--- src/icf_defines.svh ---
/*
 * Constants of the bus control and status block: register indexes,
 * field positions and reset values.
 * Assumes it is included by bare name from design files.
 */
`ifndef ICF_DEFINES_SVH
`define ICF_DEFINES_SVH

// Register indexes; the byte address is four times the index
`define ICF_IDX_CONTROL 8'h28
`define ICF_IDX_STATUS1 8'h29
`define ICF_IDX_STATUS2 8'h2A
`define ICF_IDX_DATA 8'h2E

// Control register fields
`define ICF_CR_BLOCK_EN 5
`define ICF_CR_GC_EN 4
`define ICF_CR_START 3
`define ICF_CR_ACK 2
`define ICF_CR_STOP 1
`define ICF_CR_IRQ_EN 0

// Primary status fields
`define ICF_S1_EVENT 7
`define ICF_S1_TEN_BIT 6
`define ICF_S1_XMIT 5
`define ICF_S1_BUSY 4
`define ICF_S1_BYTE_DONE 3
`define ICF_S1_ADDR_MATCH 2
`define ICF_S1_MASTER 1
`define ICF_S1_START_SENT 0

// Secondary status fields
`define ICF_S2_ACK_FAIL 4
`define ICF_S2_STOP_DET 3
`define ICF_S2_ARB_LOST 2
`define ICF_S2_BUS_ERR 1
`define ICF_S2_GEN_CALL 0

// Reset values
`define ICF_RST_BYTE 8'h00
`define ICF_RST_WORD 32'h0000_0000

`endif

--- src/icf_pkg.sv ---
/*
 * Types of the bus control and status block.
 * Assumes icf_defines.svh carries every number.
 */
package icf_pkg;

    // Events reported by the byte engine, one-cycle pulses
    typedef struct packed {
        logic byte_done;
        logic byte_was_tx;
        logic addr_match;
        logic gen_call;
        logic start_sent;
        logic header_sent;
        logic addr_sent;
        logic stop_sent;
        logic ack_fail;
        logic arb_lost;
        logic bus_error;
    } icf_evt_t;

    // Requests to the byte engine and the pins
    typedef struct packed {
        logic start_req;
        logic stop_req;
        logic ack_en;
        logic gen_call_en;
        logic release_lines;
        logic pins_alt_sel;
    } icf_req_t;

    // Whole state of the block
    typedef struct packed {
        logic [1:0] scl_sync;
        logic [1:0] sda_sync;
        logic sda_prev;
        logic scl_prev;
        logic block_enable;
        logic gen_call_enable;
        logic start_bit;
        logic ack_enable;
        logic stop_bit;
        logic irq_enable;
        logic ten_bit_header_sent;
        logic xmit_direction;
        logic bus_busy;
        logic byte_done;
        logic addr_matched;
        logic master_select;
        logic start_sent;
        logic post_address_event;
        logic event_flag;
        logic ack_failure;
        logic stop_detected;
        logic arb_lost;
        logic bus_error_flag;
        logic gen_call_seen;
        logic status_one_read;
        logic status_two_read;
        logic pready;
        logic pslverr;
        logic [31:0] prdata;
        logic scl_oe_n;
        logic irq;
        icf_req_t req;
    } icf_state_t;

endpackage : icf_pkg

--- src/icf_ctrl.sv ---
/*
 * Control register and primary status flags of a multi-master I2C
 * interface, reached over APB, with start/stop tracking of the bus.
 * Assumes a byte engine on core_clk reporting events as pulses, and
 * open-drain pad cells resolving scl from its output enable.
 */
// Overview of operation
// - Wait mode changes nothing; enabled interrupts still reach the processor.
// - Halt freezes all registers, withholds acknowledge, and raises no wake.
// - All events share one interrupt, gated by enable and global mask.
// - Control bits 7:6 always read zero.
// - Disabled block holds all bits but stop and busy reset and releases outputs.
// - Enabled block claims its two pins as alternate functions.
// - First enabling write sets only enable; second write sets the rest.
// - General call enable acknowledges address 00h, never 01h; cleared on disable.
// - Start bit requests start; cleared when sent or on disable.
// - Acknowledge enable returns acknowledges; cleared on disable.
// - Master stop bit requests stop; cleared when sent, not by disable.
// - Slave stop bit releases lines after byte done; software clears it.
// - Interrupt enable is writable, gates events, cleared on disable.
// - Clock held low while header, start, byte, match flags or post-address.
// - Event flag follows any event; cleared by sequences or disable.
// - Header flag set after first ten-bit byte; status two read, data write clears.
// - Direction bit shows transmit during byte done; clears with listed events.
// - Busy set on start, cleared on stop, tracked even when disabled.
// - Byte done set per transfer; status read then data access clears.
// - Address matched set on own or general call; status read clears.
// - Master select set by start write; cleared by stop, arbitration loss, disable.
// - Start sent set when start made; status read then data write clears.
`timescale 1ns/1ps
`include "icf_defines.svh"

module icf_ctrl (
    // Clock and reset
    input wire logic core_clk,
    input wire logic rst_n,
    // APB slave
    input wire logic psel,
    input wire logic penable,
    input wire logic pwrite,
    input wire logic [7:0] paddr,
    input wire logic [31:0] pwdata,
    output logic [31:0] prdata,
    output logic pready,
    output logic pslverr,
    // Processor state
    input wire logic halt_mode,
    input wire logic global_imask,
    output logic irq,
    // Byte engine
    input wire icf_pkg::icf_evt_t evt,
    output icf_pkg::icf_req_t req,
    // Bus pins
    input wire logic scl_in,
    input wire logic sda_in,
    output logic scl_out,
    output logic scl_oe_n
);

    icf_pkg::icf_state_t st_reg;
    icf_pkg::icf_state_t st_next;

    // Byte address of a register index
    function automatic logic [7:0] byte_addr(input logic [7:0] idx);
        byte_addr = {idx[5:0], 2'b00};
    endfunction : byte_addr

    // Register byte in the low lane; upper lanes read zero
    function automatic logic [31:0] lane_word(input logic [7:0] b);
        lane_word = {24'h000000, b};
    endfunction : lane_word

    // Slave stop request frees the lines only once the byte is done
    function automatic logic slave_release(input icf_pkg::icf_state_t s);
        slave_release = s.stop_bit & ~s.master_select & s.byte_done;
    endfunction : slave_release

    // Flags that stretch the clock; error flags never do
    function automatic logic stretch_flags(input icf_pkg::icf_state_t s);
        stretch_flags = s.ten_bit_header_sent | s.start_sent | s.byte_done |
                        s.addr_matched | s.post_address_event;
    endfunction : stretch_flags

    // Every flag that raises the event bit
    function automatic logic any_event(input icf_pkg::icf_state_t s);
        any_event = s.byte_done | s.addr_matched | s.start_sent | s.ten_bit_header_sent |
                    s.post_address_event | s.ack_failure | s.stop_detected | s.arb_lost |
                    s.bus_error_flag;
    endfunction : any_event

    // A general call counts only while its enable is set
    function automatic logic gen_call_hit(input icf_pkg::icf_evt_t e, input logic en);
        gen_call_hit = e.gen_call & en;
    endfunction : gen_call_hit

    logic access;
    logic first_access;
    logic hit_cr;
    logic hit_s1;
    logic hit_s2;
    logic hit_dr;
    logic wr_cr;
    logic rd_s1;
    logic rd_s2;
    logic acc_dr;
    logic wr_dr;
    logic start_det;
    logic stop_det;
    logic [7:0] cr_view;
    logic [7:0] s1_view;
    logic [7:0] s2_view;

    always_comb
    begin
        st_next = st_reg;
        // Request completes on the edge where the registered pready is seen
        access = psel & penable & st_reg.pready;
        // The answer is registered, so every transfer has one wait state
        first_access = psel & penable & ~st_reg.pready;
        hit_cr = (paddr == byte_addr(`ICF_IDX_CONTROL));
        hit_s1 = (paddr == byte_addr(`ICF_IDX_STATUS1));
        hit_s2 = (paddr == byte_addr(`ICF_IDX_STATUS2));
        hit_dr = (paddr == byte_addr(`ICF_IDX_DATA));
        wr_cr = access & pwrite & hit_cr;
        rd_s1 = access & ~pwrite & hit_s1;
        rd_s2 = access & ~pwrite & hit_s2;
        acc_dr = access & hit_dr;
        wr_dr = acc_dr & pwrite;
        // Only the second stage of each synchroniser feeds the detectors
        start_det = st_reg.scl_prev & st_reg.scl_sync[1] & st_reg.sda_prev & ~st_reg.sda_sync[1];
        stop_det = st_reg.scl_prev & st_reg.scl_sync[1] & ~st_reg.sda_prev & st_reg.sda_sync[1];

        cr_view = {2'b00, st_reg.block_enable, st_reg.gen_call_enable, st_reg.start_bit,
                   st_reg.ack_enable, st_reg.stop_bit, st_reg.irq_enable};
        s1_view = {st_reg.event_flag, st_reg.ten_bit_header_sent, st_reg.xmit_direction,
                   st_reg.bus_busy, st_reg.byte_done, st_reg.addr_matched,
                   st_reg.master_select, st_reg.start_sent};
        s2_view = {3'b000, st_reg.ack_failure, st_reg.stop_detected, st_reg.arb_lost,
                   st_reg.bus_error_flag, st_reg.gen_call_seen};

        // Pin synchronisers and bus tracking run even while disabled
        st_next.scl_sync = {st_reg.scl_sync[0], scl_in};
        st_next.sda_sync = {st_reg.sda_sync[0], sda_in};
        st_next.scl_prev = st_reg.scl_sync[1];
        st_next.sda_prev = st_reg.sda_sync[1];
        if (start_det)
        begin
            st_next.bus_busy = 1'b1;
        end
        else if (stop_det)
        begin
            st_next.bus_busy = 1'b0;
        end

        // APB answer: one wait cycle, then pready for one cycle
        st_next.pready = first_access;
        st_next.pslverr = 1'b0;
        st_next.prdata = `ICF_RST_WORD;
        if (first_access)
        begin
            st_next.pslverr = ~(hit_cr | hit_s1 | hit_s2 | hit_dr);
            if (!pwrite)
            begin
                if (hit_cr)
                begin
                    st_next.prdata = lane_word(cr_view);
                end
                else if (hit_s1)
                begin
                    st_next.prdata = lane_word(s1_view);
                end
                else if (hit_s2)
                begin
                    st_next.prdata = lane_word(s2_view);
                end
            end
        end

        // Two-step clearing memory: any completed access ends it
        if (access)
        begin
            st_next.status_one_read = rd_s1;
            st_next.status_two_read = rd_s2;
        end

        // Clearing by software sequences
        if (rd_s1)
        begin
            st_next.addr_matched = 1'b0;
        end
        if (acc_dr & st_reg.status_one_read)
        begin
            st_next.byte_done = 1'b0;
            st_next.xmit_direction = 1'b0;
        end
        if (wr_dr & st_reg.status_one_read)
        begin
            st_next.start_sent = 1'b0;
        end
        if (wr_dr & st_reg.status_two_read)
        begin
            st_next.ten_bit_header_sent = 1'b0;
        end
        if (wr_cr & st_reg.status_one_read)
        begin
            st_next.post_address_event = 1'b0;
        end
        if (rd_s2)
        begin
            st_next.ack_failure = 1'b0;
            st_next.stop_detected = 1'b0;
            st_next.arb_lost = 1'b0;
            st_next.bus_error_flag = 1'b0;
        end

        // Control register write
        if (wr_cr)
        begin
            st_next.block_enable = pwdata[`ICF_CR_BLOCK_EN];
            st_next.stop_bit = pwdata[`ICF_CR_STOP];
            if (st_reg.block_enable)
            begin
                st_next.gen_call_enable = pwdata[`ICF_CR_GC_EN];
                st_next.start_bit = pwdata[`ICF_CR_START];
                st_next.ack_enable = pwdata[`ICF_CR_ACK];
                st_next.irq_enable = pwdata[`ICF_CR_IRQ_EN];
                if (pwdata[`ICF_CR_START] & ~st_reg.bus_busy)
                begin
                    st_next.master_select = 1'b1;
                end
            end
            else
            begin
                // Enabling write only raises the enable; the rest waits
                st_next.stop_bit = st_reg.stop_bit;
            end
        end

        // Hardware events set flags; a set beats a same-cycle clearing sequence
        if (st_reg.block_enable)
        begin
            if (evt.start_sent)
            begin
                st_next.start_sent = 1'b1;
                st_next.start_bit = 1'b0;
            end
            if (evt.header_sent)
            begin
                st_next.ten_bit_header_sent = 1'b1;
            end
            if (evt.addr_sent)
            begin
                st_next.post_address_event = 1'b1;
            end
            if (evt.byte_done)
            begin
                st_next.byte_done = 1'b1;
                st_next.xmit_direction = evt.byte_was_tx;
            end
            if (evt.addr_match | gen_call_hit(evt, st_reg.gen_call_enable))
            begin
                st_next.addr_matched = 1'b1;
            end
            if (gen_call_hit(evt, st_reg.gen_call_enable))
            begin
                st_next.gen_call_seen = 1'b1;
            end
            if (evt.stop_sent & st_reg.master_select)
            begin
                st_next.stop_bit = 1'b0;
            end
            if (evt.ack_fail)
            begin
                st_next.ack_failure = 1'b1;
            end
            if (evt.bus_error)
            begin
                st_next.bus_error_flag = 1'b1;
            end
            if (stop_det)
            begin
                st_next.stop_detected = ~st_reg.master_select;
                st_next.master_select = 1'b0;
                st_next.xmit_direction = 1'b0;
                st_next.gen_call_seen = 1'b0;
            end
            if (evt.arb_lost)
            begin
                st_next.arb_lost = 1'b1;
                st_next.master_select = 1'b0;
                st_next.xmit_direction = 1'b0;
            end
        end

        st_next.event_flag = any_event(st_next);

        // Disabled: everything but stop and bus tracking held reset
        if (!st_next.block_enable)
        begin
            st_next.gen_call_enable = 1'b0;
            st_next.start_bit = 1'b0;
            st_next.ack_enable = 1'b0;
            st_next.irq_enable = 1'b0;
            st_next.ten_bit_header_sent = 1'b0;
            st_next.xmit_direction = 1'b0;
            st_next.byte_done = 1'b0;
            st_next.addr_matched = 1'b0;
            st_next.master_select = 1'b0;
            st_next.start_sent = 1'b0;
            st_next.post_address_event = 1'b0;
            st_next.event_flag = 1'b0;
            st_next.ack_failure = 1'b0;
            st_next.stop_detected = 1'b0;
            st_next.arb_lost = 1'b0;
            st_next.bus_error_flag = 1'b0;
            st_next.gen_call_seen = 1'b0;
        end

        // Outputs, all taken from next state so they leave flops
        st_next.scl_oe_n = ~(st_next.block_enable &
                             stretch_flags(st_next) &
                             ~slave_release(st_next));
        st_next.req.pins_alt_sel = st_next.block_enable;
        st_next.req.start_req = st_next.start_bit;
        st_next.req.stop_req = st_next.block_enable & st_next.stop_bit &
                               st_next.master_select;
        st_next.req.release_lines = ~st_next.block_enable |
                                    slave_release(st_next);
        st_next.req.ack_en = st_next.ack_enable & ~halt_mode;
        st_next.req.gen_call_en = st_next.gen_call_enable & ~halt_mode;
        // Wait mode is invisible here; the interrupt alone wakes the core
        st_next.irq = st_next.irq_enable & st_next.event_flag & ~global_imask &
                      ~halt_mode;

        // Halt freezes every register; only acknowledge and irq are dropped
        // Pin samplers freeze too, so a pin edge made during halt shows on resume
        if (halt_mode)
        begin
            st_next = st_reg;
            st_next.req.ack_en = 1'b0;
            st_next.req.gen_call_en = 1'b0;
            st_next.irq = 1'b0;
        end
    end

    always_ff @(posedge core_clk or negedge rst_n)
    begin
        if (!rst_n)
        begin
            st_reg <= '0;
            st_reg.scl_sync <= 2'b11;
            st_reg.sda_sync <= 2'b11;
            st_reg.scl_prev <= 1'b1;
            st_reg.sda_prev <= 1'b1;
            st_reg.scl_oe_n <= 1'b1;
            st_reg.req.release_lines <= 1'b1;
        end
        else
        begin
            st_reg <= st_next;
        end
    end

    assign prdata = st_reg.prdata;
    assign pready = st_reg.pready;
    assign pslverr = st_reg.pslverr;
    assign irq = st_reg.irq;
    assign req = st_reg.req;
    assign scl_oe_n = st_reg.scl_oe_n;
    // Open-drain: only ever pulls low
    assign scl_out = 1'b0;

endmodule : icf_ctrl

--- config.mk ---
export PLATFORM = sky130hd
export DESIGN_NAME = icf_ctrl
export DESIGN_NICKNAME = d
export VERILOG_FILES = /design/src/icf_pkg.sv /design/src/icf_ctrl.sv
export VERILOG_INCLUDE_DIRS = /design/src
export SDC_FILE = /design/constraint.sdc
export NUM_CORES = 1
export LEC_CHECK = 0
export BUFFER_PORTS_ARGS = -buffer_cell sky130_fd_sc_hd__buf_4
export CAP_MARGIN = 15
export CORE_MARGIN = 8
export CORE_UTILIZATION = 40
export CTS_BUF_LIST = sky130_fd_sc_hd__clkbuf_4 sky130_fd_sc_hd__clkbuf_8
export DETAILED_ROUTE_END_ITERATION = 10
export HOLD_SLACK_MARGIN = 0.05
export PLACE_DENSITY = 0.72
export SLEW_MARGIN = 20
export SYNTH_ARGS = -nofsm -noshare
export SYNTH_HDL_FRONTEND = slang
export SYNTH_SLANG_ARGS = --single-unit
--- constraint.sdc ---
create_clock -name core_clk -period 3.35 [get_ports core_clk]
set_clock_uncertainty 0.1 [all_clocks]
set_input_delay 0.67 -clock core_clk [delete_from_list [all_inputs] [get_ports core_clk]]
set_output_delay 0.67 -clock core_clk [all_outputs]
set_load 0.01 [all_outputs]
==> results of run 1 <==
placed cells by master (no fill, tap or decap), types with 3 or more instances in the layout:
master                     count
sky130_fd_sc_hd__a32o_1        3
sky130_fd_sc_hd__nand2_1      29
sky130_fd_sc_hd__buf_4        54
sky130_fd_sc_hd__a21oi_1      19
sky130_fd_sc_hd__inv_1        13
sky130_fd_sc_hd__o22ai_1       3
sky130_fd_sc_hd__o21ai_0       9
sky130_fd_sc_hd__nor2_1       11
sky130_fd_sc_hd__a22o_1        7
sky130_fd_sc_hd__or2_2         3
sky130_fd_sc_hd__clkbuf_8      6
sky130_fd_sc_hd__mux2_2        7
sky130_fd_sc_hd__conb_1       25
sky130_fd_sc_hd__nand4_1       6
sky130_fd_sc_hd__o21ai_1       4
sky130_fd_sc_hd__dfrtp_1      36
sky130_fd_sc_hd__and4b_1       4
sky130_fd_sc_hd__dfstp_2       8
sky130_fd_sc_hd__o31ai_1       6
sky130_fd_sc_hd__a31oi_1       5
sky130_fd_sc_hd__o221ai_1      3
sky130_fd_sc_hd__nand3_1      10
final cells by class:
| type | instances | share of cell area [%] |
|---|---|---|
| clock buffer | 8 | 3.25 |
| inverter | 13 | 1.62 |
| multi-input combinational | 197 | 41.4 |
| sequential | 44 | 37.0 |
| tap | 77 | 3.21 |
| timing repair buffer | 54 | 13.5 |
how the worst max path moves through the flow:
stage | cells past startpoint | from | to | slack, ns
after global routing | 6 | paddr[3] | irq | 0.87
after CTS | 6 | paddr[3] | req[5] | 1.07
after global placement | 6 | paddr[3] | cr_view[0] | 0.76
after floorplan | 7 | paddr[2] | s2_view[1] | 1.12
final | 6 | paddr[3] | req[5] | 1.0
after detailed placement | 6 | paddr[3] | st_reg[50] | 0.77
synth_stat cells, types with 2 or more instances:
cell	n	area, um2
sky130_fd_sc_hd__dfrtp_1	36	901
sky130_fd_sc_hd__a32o_1	3	30.0
sky130_fd_sc_hd__o31ai_1	6	45.0
sky130_fd_sc_hd__mux2_2	7	78.8
sky130_fd_sc_hd__and4_1	2	17.5
sky130_fd_sc_hd__nor2_1	11	41.3
sky130_fd_sc_hd__o21ai_0	9	45.0
sky130_fd_sc_hd__clkbuf_1	7	26.3
sky130_fd_sc_hd__o221ai_1	3	26.3
sky130_fd_sc_hd__o211ai_1	2	15.0
sky130_fd_sc_hd__or3_1	2	12.5
sky130_fd_sc_hd__nand3_1	10	50.1
sky130_fd_sc_hd__a21oi_1	19	95.1
sky130_fd_sc_hd__inv_1	13	48.8
sky130_fd_sc_hd__buf_4	40	300
sky130_fd_sc_hd__nand4b_1	2	17.5
sky130_fd_sc_hd__nor4_1	2	12.5
sky130_fd_sc_hd__mux2i_1	2	20.0
sky130_fd_sc_hd__or2_2	3	18.8
sky130_fd_sc_hd__o21ai_1	4	20.0
sky130_fd_sc_hd__nand2_1	29	109
sky130_fd_sc_hd__and4b_1	4	40.0
sky130_fd_sc_hd__a22o_1	7	61.3
sky130_fd_sc_hd__dfstp_2	8	210
sky130_fd_sc_hd__a31oi_1	5	31.3
sky130_fd_sc_hd__o22ai_1	3	18.8
sky130_fd_sc_hd__a41oi_1	2	17.5
sky130_fd_sc_hd__o41ai_1	2	17.5
sky130_fd_sc_hd__nor3_1	2	10.0
sky130_fd_sc_hd__a21boi_0	2	15.0
sky130_fd_sc_hd__nand4_1	6	37.5
metal layers:
layer	wire, um	vias to the layer above	global-route usage, %
met5	0	-	0
met4	129	0	4.43
met3	624	12	4.62
met2	3290	111	22.0
met1	2860	1065	18.3
li1	-	1038	-
critical path, cell delays in order:
cell and delay (ns):
sky130_fd_sc_hd__buf_4 0.15, sky130_fd_sc_hd__nor4b_2 0.57, sky130_fd_sc_hd__nand4_1 0.22, sky130_fd_sc_hd__a21oi_1 0.57
sky130_fd_sc_hd__nand4_1 0.17, sky130_fd_sc_hd__o21ai_1 0.11
power by group:
| group | total (mW) | internal (mW) | leakage, nW | switching (mW) |
|---|---|---|---|---|
| clock | 0.356 | 0.185 | 0.0523 | 0.171 |
| sequential | 0.660 | 0.605 | 0.546 | 0.0555 |
| combinational | 0.292 | 0.124 | 0.778 | 0.168 |
cells by family after synthesis:
family	after synthesis
other	1
DFF	44
and+or+nand+nor	87
buffers and inverters	62
muxes	9
AOI/OAI and AO/OA	76
per-stage QoR:
step	area, um2	setup slack [ns]	std cells
2_1_floorplan	2750	1.12	303
5_1_grt	3000	0.871	393
6_report	3000	0.998	393
3_5_place_dp	2910	0.767	385
3_3_place_gp	2910	0.759	385
4_1_cts	3000	1.07	393
==> out/results.tsv, run 1 <==
stage	metric	value	unit
clock_tree	number of H-tree levels	2	
run_status	run status	finished clean	
sta	max_slew headroom	56.5	%
placed_design	detailed placer's ending HPWL	5.31	mm
synth	synthesized flop and latch total	44	
floorplan	standard-cell rows	29	
critical_path	class of the most critical setup path	input pin to flip-flop	
sta	min cycle time layout	2.35	ns
synth	share of async-settable or async-resettable flops after synthesis	100	%
synth	synthesized-area fraction occupied by ao, oa, aoi and oai cells	20.2	%
global_routing	first-pass GRT wire length	11.4	mm
clock_tree	cells resized by post-CTS repair	0	
final_layout	max FFs per register	9	
sta	setup repair after global routing missed its margin	false	
sta	total of endpoints with negative setup slack in the final report	0	
synth	library cells used by synthesis	57	
clock_tree	post-cts hold buffer count	0	
global_routing	via count of the first global-routing pass	2323	
final_layout	number of nets in the finished design	375	
clock_tree	number of buffers on the longest clock path	2	
detailed_routing	average wire per standard cell	17.6	um
sta	setup tns final	0	ns
clock_tree	number of buffers added by the clock tree synthesis step	5	
critical_path	crit path capture type	flip-flop	
placed_design	count of input and output buffers	51	
detailed_routing	remaining number of nets flagged by the antenna check after routing	0	
sta	smallest hold slack	0.262	ns
pwr	Leakage Power	1.38	nW
detailed_routing	post-route DRC violation count	0	
final_layout	share of the core filled with cells	47.0	%
detailed_routing	Iteration-0 DRC Markers	201	
global_routing	pin count of the biggest net entering global routing	45	
detailed_routing	via count	2226	
critical_path	register-to-register setup slack	1.16	ns
final_layout	Diodes inserted	0	
sta	actual transition at the worst max-transition pin	0.652	ns
synth	average cell area after synthesis	9.52	um2
sta	Max Transition Viols Final	0	
global_routing	remaining global-route overflow	0	
clock_tree	clock latency reported for the late side of the worst-skew pair	0.29	ns
pwr	sum of internal, switching and leakage power	1.31	mW
critical_path	worst-path maximum fanout	12	
detailed_routing	number of detailed-routing iterations run before antenna repair	5	
floorplan	horizontal die dimension	97.5	um
detailed_routing	total detailed-routing wirelength	6.91	mm
pwr	power per standard cell area	435	nW/um2
run	max cap viols	0	
min_path	class of the tightest hold or removal check	input pin to async pin	
floorplan	Std-Cell Core Area	6390	um2
sta	Hold Fails Final Rpt	0	
pwr	VDD IR-drop max	0.284	mV
final_layout	FILL cells	603	
critical_path	startpoint kind of the worst setup timing path	input pin	
synth	post-synthesis share of cell area spent on full adders, half adders and majority gates	0	%
critical_path	reg-to-reg critical path startpoint	req[0]	
synth	fraction of the yosys area taken by sequential cells	41.8	%
placed_design	routability cong.	0.889	
final_layout	area used by multi-input combinational logic	1240	um2
final_layout	layout cells sized above 1	27.5	%
clock_tree	post-CTS setup buffers	0	
synth	prevailing post-synth register cell	sky130_fd_sc_hd__dfrtp_1	
clock_tree	clock slew at the register clock pins of the worst setup and hold paths	0.07	ns
critical_path	reg2reg path depth	6	
floorplan	full die area	9500	um2
detailed_routing	via/cell ratio	5.66	
clock_tree	TritonCTS clock tree	done	
critical_path	required time of the critical path	3.47	ns
synth	Mapped Area	2660	um2
sta	max frequency	425	MHz
synth	simple logic cell fraction of the synthesized area	19.4	%
sta	period utilization	70.2	%
floorplan	vertical die dimension	97.5	um
final_layout	area occupied by registers	1110	um2
critical_path	capturing point of the worst reg2reg path	s1_view[7]	
clock_tree	clock sink total	44	
synth	Yosys Warn Count	0	
floorplan	ports placed on the boundary	103	
clock_tree	cell at the root of the clock tree	sky130_fd_sc_hd__clkbuf_8	
synth	fraction of synthesized area in multiplexers	3.72	%
global_routing	antenna violations before repair	0	
synth	count of mapped cells out of synthesis	279	
synth	combinational family with the most area after synthesis	compound AO/OA/AOI/OAI gates	
synth	fraction of synthesized cell area in xor and xnor cells	0	%
global_routing	overall routing resource usage	14.2	%
synth	Post-synth EDFFs	0	
floorplan	initial core utilization	41.6	%
final_layout	synthesis-to-finish area growth	13.1	%
critical_path	arrival time of data at the critical path endpoint	2.47	ns
Note: power is estimated with default switching activity, not from simulation.
==> run 2, diff against run 1 <==
Settings changed: PLACE_DENSITY 0.72 to 0.74.
Clock period 3.35 ns to 1.97 ns, I/O delays scaled along.
==> run 2 against run 1 <==
The run now ends with setup timing left. Power is 91% higher. Register-to-register slack worse by 1.2 ns. Sequential share of layout area is 3.9 points lower. Design area is 12% higher. Critical path depth is 1 lower. Clock power is 120% higher. Final cell count is 10% higher. Global-route usage is 1.2 points higher. Die area stayed put. Wire length is 8.8% higher. Critical endpoint is now irq.
==> out/results.tsv, run 2 (synthesized netlist as in run 1, its figures left out) <==
stage	metric	value	unit	change
floorplan	ports placed on the boundary	103		unchanged
sta	Hold Fails Final Rpt	0		unchanged
pwr	VDD IR-drop max	0.600	mV	was 0.284 mV
placed_design	routability cong.	0.920		was 0.889
pwr	internal power	1.76	mW	was 0.913 mW
pwr	sw frac	29.5	%	was 30.2%
final_layout	most common cell after layout, fill and taps aside	sky130_fd_sc_hd__buf_4		unchanged
floorplan	horizontal die dimension	97.5	um	unchanged
detailed_routing	Iteration-0 DRC Markers	170		was 201
global_routing	overall routing resource usage	15.4	%	was 14.2%
critical_path	crit path capture type	flip-flop		unchanged
placed_design	count of input and output buffers	51		unchanged
global_routing	pin count of the biggest net entering global routing	45		unchanged
critical_path	Crit-path slowest cell	sky130_fd_sc_hd__dfstp_2		was sky130_fd_sc_hd__nor4b_2
final_layout	commonest non-fill, non-tap cells in the layout	sky130_fd_sc_hd__buf_4, sky130_fd_sc_hd__dfrtp_1, sky130_fd_sc_hd__nand2_1		unchanged
critical_path	startpoint kind of the worst setup timing path	flip-flop		was input pin
sta	setup repair after global routing missed its margin	true		was false
detailed_routing	average wire per standard cell	17.4	um	was 17.6 um
pwr	part of the power in the clock network	30.9	%	was 27.2%
critical_path	maximum cell stage delay along the critical path	0.57	ns	about the same
clock_tree	number of buffers on the longest clock path	2		unchanged
global_routing	remaining global-route overflow	0		unchanged
final_layout	layout cells sized above 1	37.6	%	was 27.5%
run_status	violated checks	setup timing		
critical_path	class of the most critical setup path	flip-flop to flip-flop		was input pin to flip-flop
clock_tree	cell at the root of the clock tree	sky130_fd_sc_hd__clkbuf_8		unchanged
run_status	run status	finished with violations		was finished clean
placed_design	number of cells after detailed placement	423		was 385
detailed_routing	total detailed-routing wirelength	7.52	mm	was 6.91 mm
floorplan	standard-cell rows	29		unchanged
pwr	Leakage Power	1.58	nW	was 1.38 nW
clock_tree	TritonCTS clock tree	done		unchanged
pwr	switching power total	0.734	mW	was 0.395 mW
floorplan	vertical die dimension	97.5	um	unchanged
final_layout	synthesis-to-finish area growth	26.7	%	was 13.1%
critical_path	required time of the critical path	2.05	ns	was 3.47 ns
detailed_routing	remaining number of nets flagged by the antenna check after routing	0		unchanged
pwr	share of total power in sequential cells	44.9	%	was 50.5%
critical_path	worst-path maximum fanout	5		was 12
global_routing	antenna violations before repair	0		unchanged
detailed_routing	post-route DRC violation count	0		unchanged
clock_tree	number of buffers added by the clock tree synthesis step	5		unchanged
final_layout	number of nets in the finished design	415		was 375
detailed_routing	via count	2414		was 2,226
final_layout	max FFs per register	9		unchanged
critical_path	sum of buffers and inverters on the critical path	0		was 1
floorplan	full die area	9500	um2	unchanged
run	max cap viols	0		unchanged
final_layout	final instance count without filler cells	433		was 393
clock_tree	clock latency reported for the late side of the worst-skew pair	0.30	ns	was 0.29 ns
global_routing	via count of the first global-routing pass	2442		was 2,323
sta	max_slew headroom	62.9	%	was 56.5%
sta	max frequency	505	MHz	
critical_path	start point of the critical path	st_reg[69]		was paddr[3]
critical_path	reg-to-reg critical path startpoint	st_reg[69]		was req[0]
critical_path	cells along the critical path	and4b_1 -> nand2_1 -> a2111o_1 -> a21oi_1 -> a2111oi_1		was buf_4 -> nor4b_2 -> nand4_1 -> a21oi_1 -> nand4_1 -> o21ai_1
min_path	class of the tightest hold or removal check	input pin to flip-flop		was input pin to async pin
detailed_routing	number of detailed-routing iterations run before antenna repair	5		unchanged
detailed_routing	via/cell ratio	5.58		was 5.66
sta	Max Transition Viols Final	0		unchanged
clock_tree	clock slew at the register clock pins of the worst setup and hold paths	0.08	ns	was 0.07 ns
min_path	launch instance of the worst min-delay path	global_imask		
final_layout	Diodes inserted	0		unchanged
pwr	power per standard cell area	741	nW/um2	was 435 nW/um2
clock_tree	number of H-tree levels	2		unchanged
sta	period utilization	101	%	
sta	total of endpoints with negative setup slack in the final report	4		was 0
sta	Worst Setup Slack, final	-0.0121	ns	was 0.998 ns
floorplan	Std-Cell Core Area	6390	um2	unchanged
clock_tree	clock sink total	44		unchanged
pwr	combinational power share	24.2	%	was 22.3%
global_routing	first-pass GRT wire length	12.1	mm	was 11.4 mm
final_layout	share of the core filled with cells	52.7	%	was 47.0%
sta	actual transition at the worst max-transition pin	0.556	ns	was 0.652 ns
critical_path	arrival time of data at the critical path endpoint	2.06	ns	was 2.47 ns
critical_path	family with the most delay on the worst path	compound AO/OA/AOI/OAI gates		was simple AND/OR/NAND/NOR gates
placed_design	detailed placer's ending HPWL	5.74	mm	was 5.31 mm
sta	min cycle time layout	1.98	ns	
floorplan	initial core utilization	41.6	%	unchanged
==> run 2: through the flow <==
step / TNS [ns] / total power, mW / area [um2] / hold WS, ns / setup WS (ns)
2_1_floorplan: 0 / 1.46 / 2750 / -0.00159 / 0.0194
3_3_place_gp: -2.01 / 1.69 / 3190 / 0.325 / -0.155
3_5_place_dp: -2.25 / 1.72 / 3190 / 0.332 / -0.164
4_1_cts: 0 / 2.48 / 3330 / 0.151 / 0.00188
5_1_grt: -0.311 / 2.60 / 3360 / 0.140 / -0.0728
6_report: -0.0266 / 2.49 / 3360 / 0.155 / -0.0121
==> run 2: worst paths after layout <==
check / slack (ns) / cells after the start / endpoint
worst max-delay path: -0.01 / 5 / irq
worst min-delay path: 0.16 / 2 / irq
worst max register to register: -0.01 / 5 / irq
worst min register to register: 0.36 / 2 / scl_oe_n
max in group asynchronous: 0.84 / 2 / pready
min in group asynchronous: 0.53 / 2 / s2_view[2]
==> run 2: what timing repair did <==
action / CTS / global route
pin swaps: 1 / 3
setup buffers: 1 / 0
endpoints found under the setup margin: 3 / 25
hold buffers: 1 / 0
hold endpoints to repair: 36 / 0
gates resized for setup: 0 / 9
==> run 2: worst reg2reg max path: stages, from the launching register on <==
cell                        delay, ns
sky130_fd_sc_hd__dfstp_2         0.57
sky130_fd_sc_hd__and4b_1         0.25
sky130_fd_sc_hd__nand2_1         0.14
sky130_fd_sc_hd__a2111o_1        0.43
sky130_fd_sc_hd__a21oi_1         0.24
sky130_fd_sc_hd__a2111oi_1       0.13
==> run 2: area by class of cell <==
cell class / count / area [um2]
clock inverters: 1 / 30.0
repair buffers: 94 / 708
inverters: 13 / 48.8
clock buffers: 7 / 96.3
well taps: 77 / 96.3
flip-flops and latches: 44 / 1110
fillers: 602 / 3020
multi-input cells: 197 / 1270
==> run 2: metal layers <==
metal,GRT usage [%],part of all wire [%]
met1,18.7,42
met2,24.5,47
met3,5.69,8.7
met4,5.01,2.2
met5,0,0
==> run 2: power by group through the flow <==
stage | Sequential [mW] | Combinational [mW] | Clock, mW
floorplan | 1.10 | 0.359 | 0
global placement | 1.12 | 0.570 | 0
detailed placement | 1.13 | 0.583 | 0
CTS | 1.11 | 0.590 | 0.775
global route | 1.13 | 0.661 | 0.811
finish | 1.12 | 0.604 | 0.770
==> run 3, diff against run 2 <==
Settings changed: CELL_PAD_IN_SITES_DETAIL_PLACEMENT set to 1, CELL_PAD_IN_SITES_GLOBAL_PLACEMENT set to 1, CORE_UTILIZATION 40 to 34, PLACE_DENSITY 0.74 to 0.83.
==> run 3 against run 2 <==
The run still ends with setup timing left. Core utilization shrank 7.7 points. Non-clock buffer count grew 5. Wire length grew 18%. Critical path depth is the same. Sequential power is essentially flat. Clock power shrank 25%. Final cell count grew 6.9%. First-iteration DRC count shrank 8.8%. Clock-buffer cell count shrank 1. Die area grew 15%. Via count grew 1.9%.
==> out/results.tsv, run 3 (synthesized netlist as in run 1, its figures left out) <==
stage	metric	value	unit	change
floorplan	horizontal die dimension	104	um	was 97.5 um
detailed_routing	Iteration-0 DRC Markers	155		was 170
pwr	VDD IR-drop max	0.309	mV	was 0.600 mV
detailed_routing	post-route DRC violation count	0		unchanged
clock_tree	number of H-tree levels	2		unchanged
sta	Worst Setup Slack, final	-0.0906	ns	was -0.0121 ns
sta	total of endpoints with negative setup slack in the final report	5		was 4
min_path	class of the tightest hold or removal check	input pin to flip-flop		unchanged
placed_design	dpl cell area	3260	um2	was 3190 um2
sta	actual transition at the worst max-transition pin	0.573	ns	was 0.556 ns
global_routing	pin count of the biggest net entering global routing	45		unchanged
pwr	Leakage Power	1.60	nW	was 1.58 nW
critical_path	arrival time of data at the critical path endpoint	2.16	ns	was 2.06 ns
global_routing	remaining global-route overflow	0		unchanged
clock_tree	clock slew at the register clock pins of the worst setup and hold paths	0.09	ns	was 0.08 ns
detailed_routing	via/cell ratio	5.31		was 5.58
floorplan	full die area	10900	um2	was 9500 um2
sta	period utilization	105	%	was 101%
floorplan	vertical die dimension	104	um	was 97.5 um
global_routing	antenna violations before repair	0		unchanged
detailed_routing	remaining number of nets flagged by the antenna check after routing	0		unchanged
placed_design	count of input and output buffers	51		unchanged
final_layout	Diodes inserted	0		unchanged
final_layout	final standard cell area without fillers	3440	um2	was 3360 um2
clock_tree	number of buffers added by the clock tree synthesis step	5		unchanged
final_layout	synthesis-to-finish area growth	29.5	%	was 26.7%
clock_tree	clock latency reported for the late side of the worst-skew pair	0.30	ns	about the same
pwr	sum of internal, switching and leakage power	2.36	mW	was 2.49 mW
global_routing	overall routing resource usage	15.6	%	was 15.4%
detailed_routing	total detailed-routing wirelength	8.90	mm	was 7.52 mm
detailed_routing	average wire per standard cell	19.2	um	was 17.4 um
run_status	run status	finished with violations		unchanged
sta	Max Transition Viols Final	0		unchanged
detailed_routing	via count	2460		was 2,414
sta	setup repair after global routing missed its margin	true		unchanged
clock_tree	cell at the root of the clock tree	sky130_fd_sc_hd__clkbuf_8		unchanged
clock_tree	number of buffers on the longest clock path	2		unchanged
run	max cap viols	0		unchanged
floorplan	initial core utilization	34.7	%	was 41.6%
global_routing	via count of the first global-routing pass	2664		was 2,442
floorplan	ports placed on the boundary	103		unchanged
final_layout	most common cell after layout, fill and taps aside	sky130_fd_sc_hd__buf_4		unchanged
clock_tree	clock sink total	44		unchanged
sta	max frequency	485	MHz	was 505 MHz
critical_path	startpoint kind of the worst setup timing path	flip-flop		unchanged
critical_path	class of the most critical setup path	flip-flop to flip-flop		unchanged
placed_design	routability cong.	0.900		was 0.920
pwr	power per standard cell area	687	nW/um2	was 741 nW/um2
final_layout	max FFs per register	9		unchanged
run_status	violated checks	setup timing		unchanged
sta	Hold Fails Final Rpt	0		unchanged
sta	min cycle time layout	2.06	ns	was 1.98 ns
floorplan	standard-cell rows	32		was 29
final_layout	commonest non-fill, non-tap cells in the layout	sky130_fd_sc_hd__buf_4, sky130_fd_sc_hd__dfrtp_1, sky130_fd_sc_hd__nand2_1		unchanged
critical_path	crit path capture type	flip-flop		unchanged
placed_design	detailed placer's ending HPWL	6.61	mm	was 5.74 mm
clock_tree	TritonCTS clock tree	done		unchanged
global_routing	first-pass GRT wire length	14.0	mm	was 12.1 mm
sta	max_slew headroom	61.8	%	was 62.9%
critical_path	required time of the critical path	2.07	ns	was 2.05 ns
floorplan	Std-Cell Core Area	7650	um2	was 6390 um2
placed_design	worst-case setup slack after placement	-0.166	ns	was -0.164 ns
final_layout	layout cells sized above 1	39.9	%	was 37.6%
detailed_routing	number of detailed-routing iterations run before antenna repair	4		was 5
final_layout	number of nets in the finished design	420		was 415
critical_path	worst-path maximum fanout	3		was 5
-- run 3: cell count changes in the layout (fill, tap and decap cells not counted), sizes merged --
cell and change:
buf +5, bufinv -1, clkbuf -1, clkinv +1
clkinvlp +1
-- run 3: report_power, final --
group | switching, mW | internal (mW)
Clock | 0.319 | 0.262
Sequential | 0.0969 | 1.03
Combinational | 0.358 | 0.297
-- run 3: timing repair --
item / in CTS / in global routing
gates resized for setup: 4 / 13
endpoints found under the setup margin: 6 / 19
hold buffers: 1 / 0
endpoints found under the hold margin: 36 / 0
pin swaps: 0 / 6
buffers inserted: 0 / 1
-- run 3: final timing paths --
check / startpoint / to / slack [ns] / cells past startpoint
min in group asynchronous: rst_n / prdata[7] / 0.53 / 2
setup / recovery: st_reg[65] / scl_oe_n / -0.09 / 5
hold reg to reg: scl_oe_n / scl_oe_n / 0.37 / 2
setup reg to reg: st_reg[65] / scl_oe_n / -0.09 / 5
max in group asynchronous: rst_n / st_reg[67] / 0.84 / 2
hold / removal: global_imask / irq / 0.16 / 2
-- run 3: per-layer routing --
metal / global-route usage [%] / wire, um / share of wire, % / vias to the layer above
met1: 18.7 / 3590 / 40 / 1213
met3: 3.84 / 609 / 6.8 / 16
met4: 3.10 / 143 / 1.6 / 0
met2: 27.4 / 4550 / 51 / 108
met5: 0 / 0 / 0 / -
li1: - / - / - / 1123
-- run 3: critical path: stages (launching register included) --
cell	delay, ns
sky130_fd_sc_hd__dfstp_2	0.55
sky130_fd_sc_hd__and4b_1	0.22
sky130_fd_sc_hd__o21ai_0	0.46
sky130_fd_sc_hd__o211ai_1	0.26
sky130_fd_sc_hd__nand4b_1	0.24
sky130_fd_sc_hd__a32oi_1	0.14
-- run 3: area by class of cell --
type	count	area, um2
multi-input cells	197	1320
clock buffers	6	76.3
well taps	102	128
flip-flops and latches	44	1110
clock inverters	2	12.5
inverters	13	48.8
repair buffers	99	746
fillers	897	4210
-- run 3: stage by stage --
step	cells	TNS [ns]	utilization [%]	hold slack (ns)
after floorplan	303	0	-	-0.00159
after global placement	453	-2.53	42.6	0.324
after detailed placement	453	-2.99	42.6	0.335
after CTS	462	0	44.1	0.150
after global routing	463	-0.730	45.0	0.137
final	463	-0.151	45.0	0.156
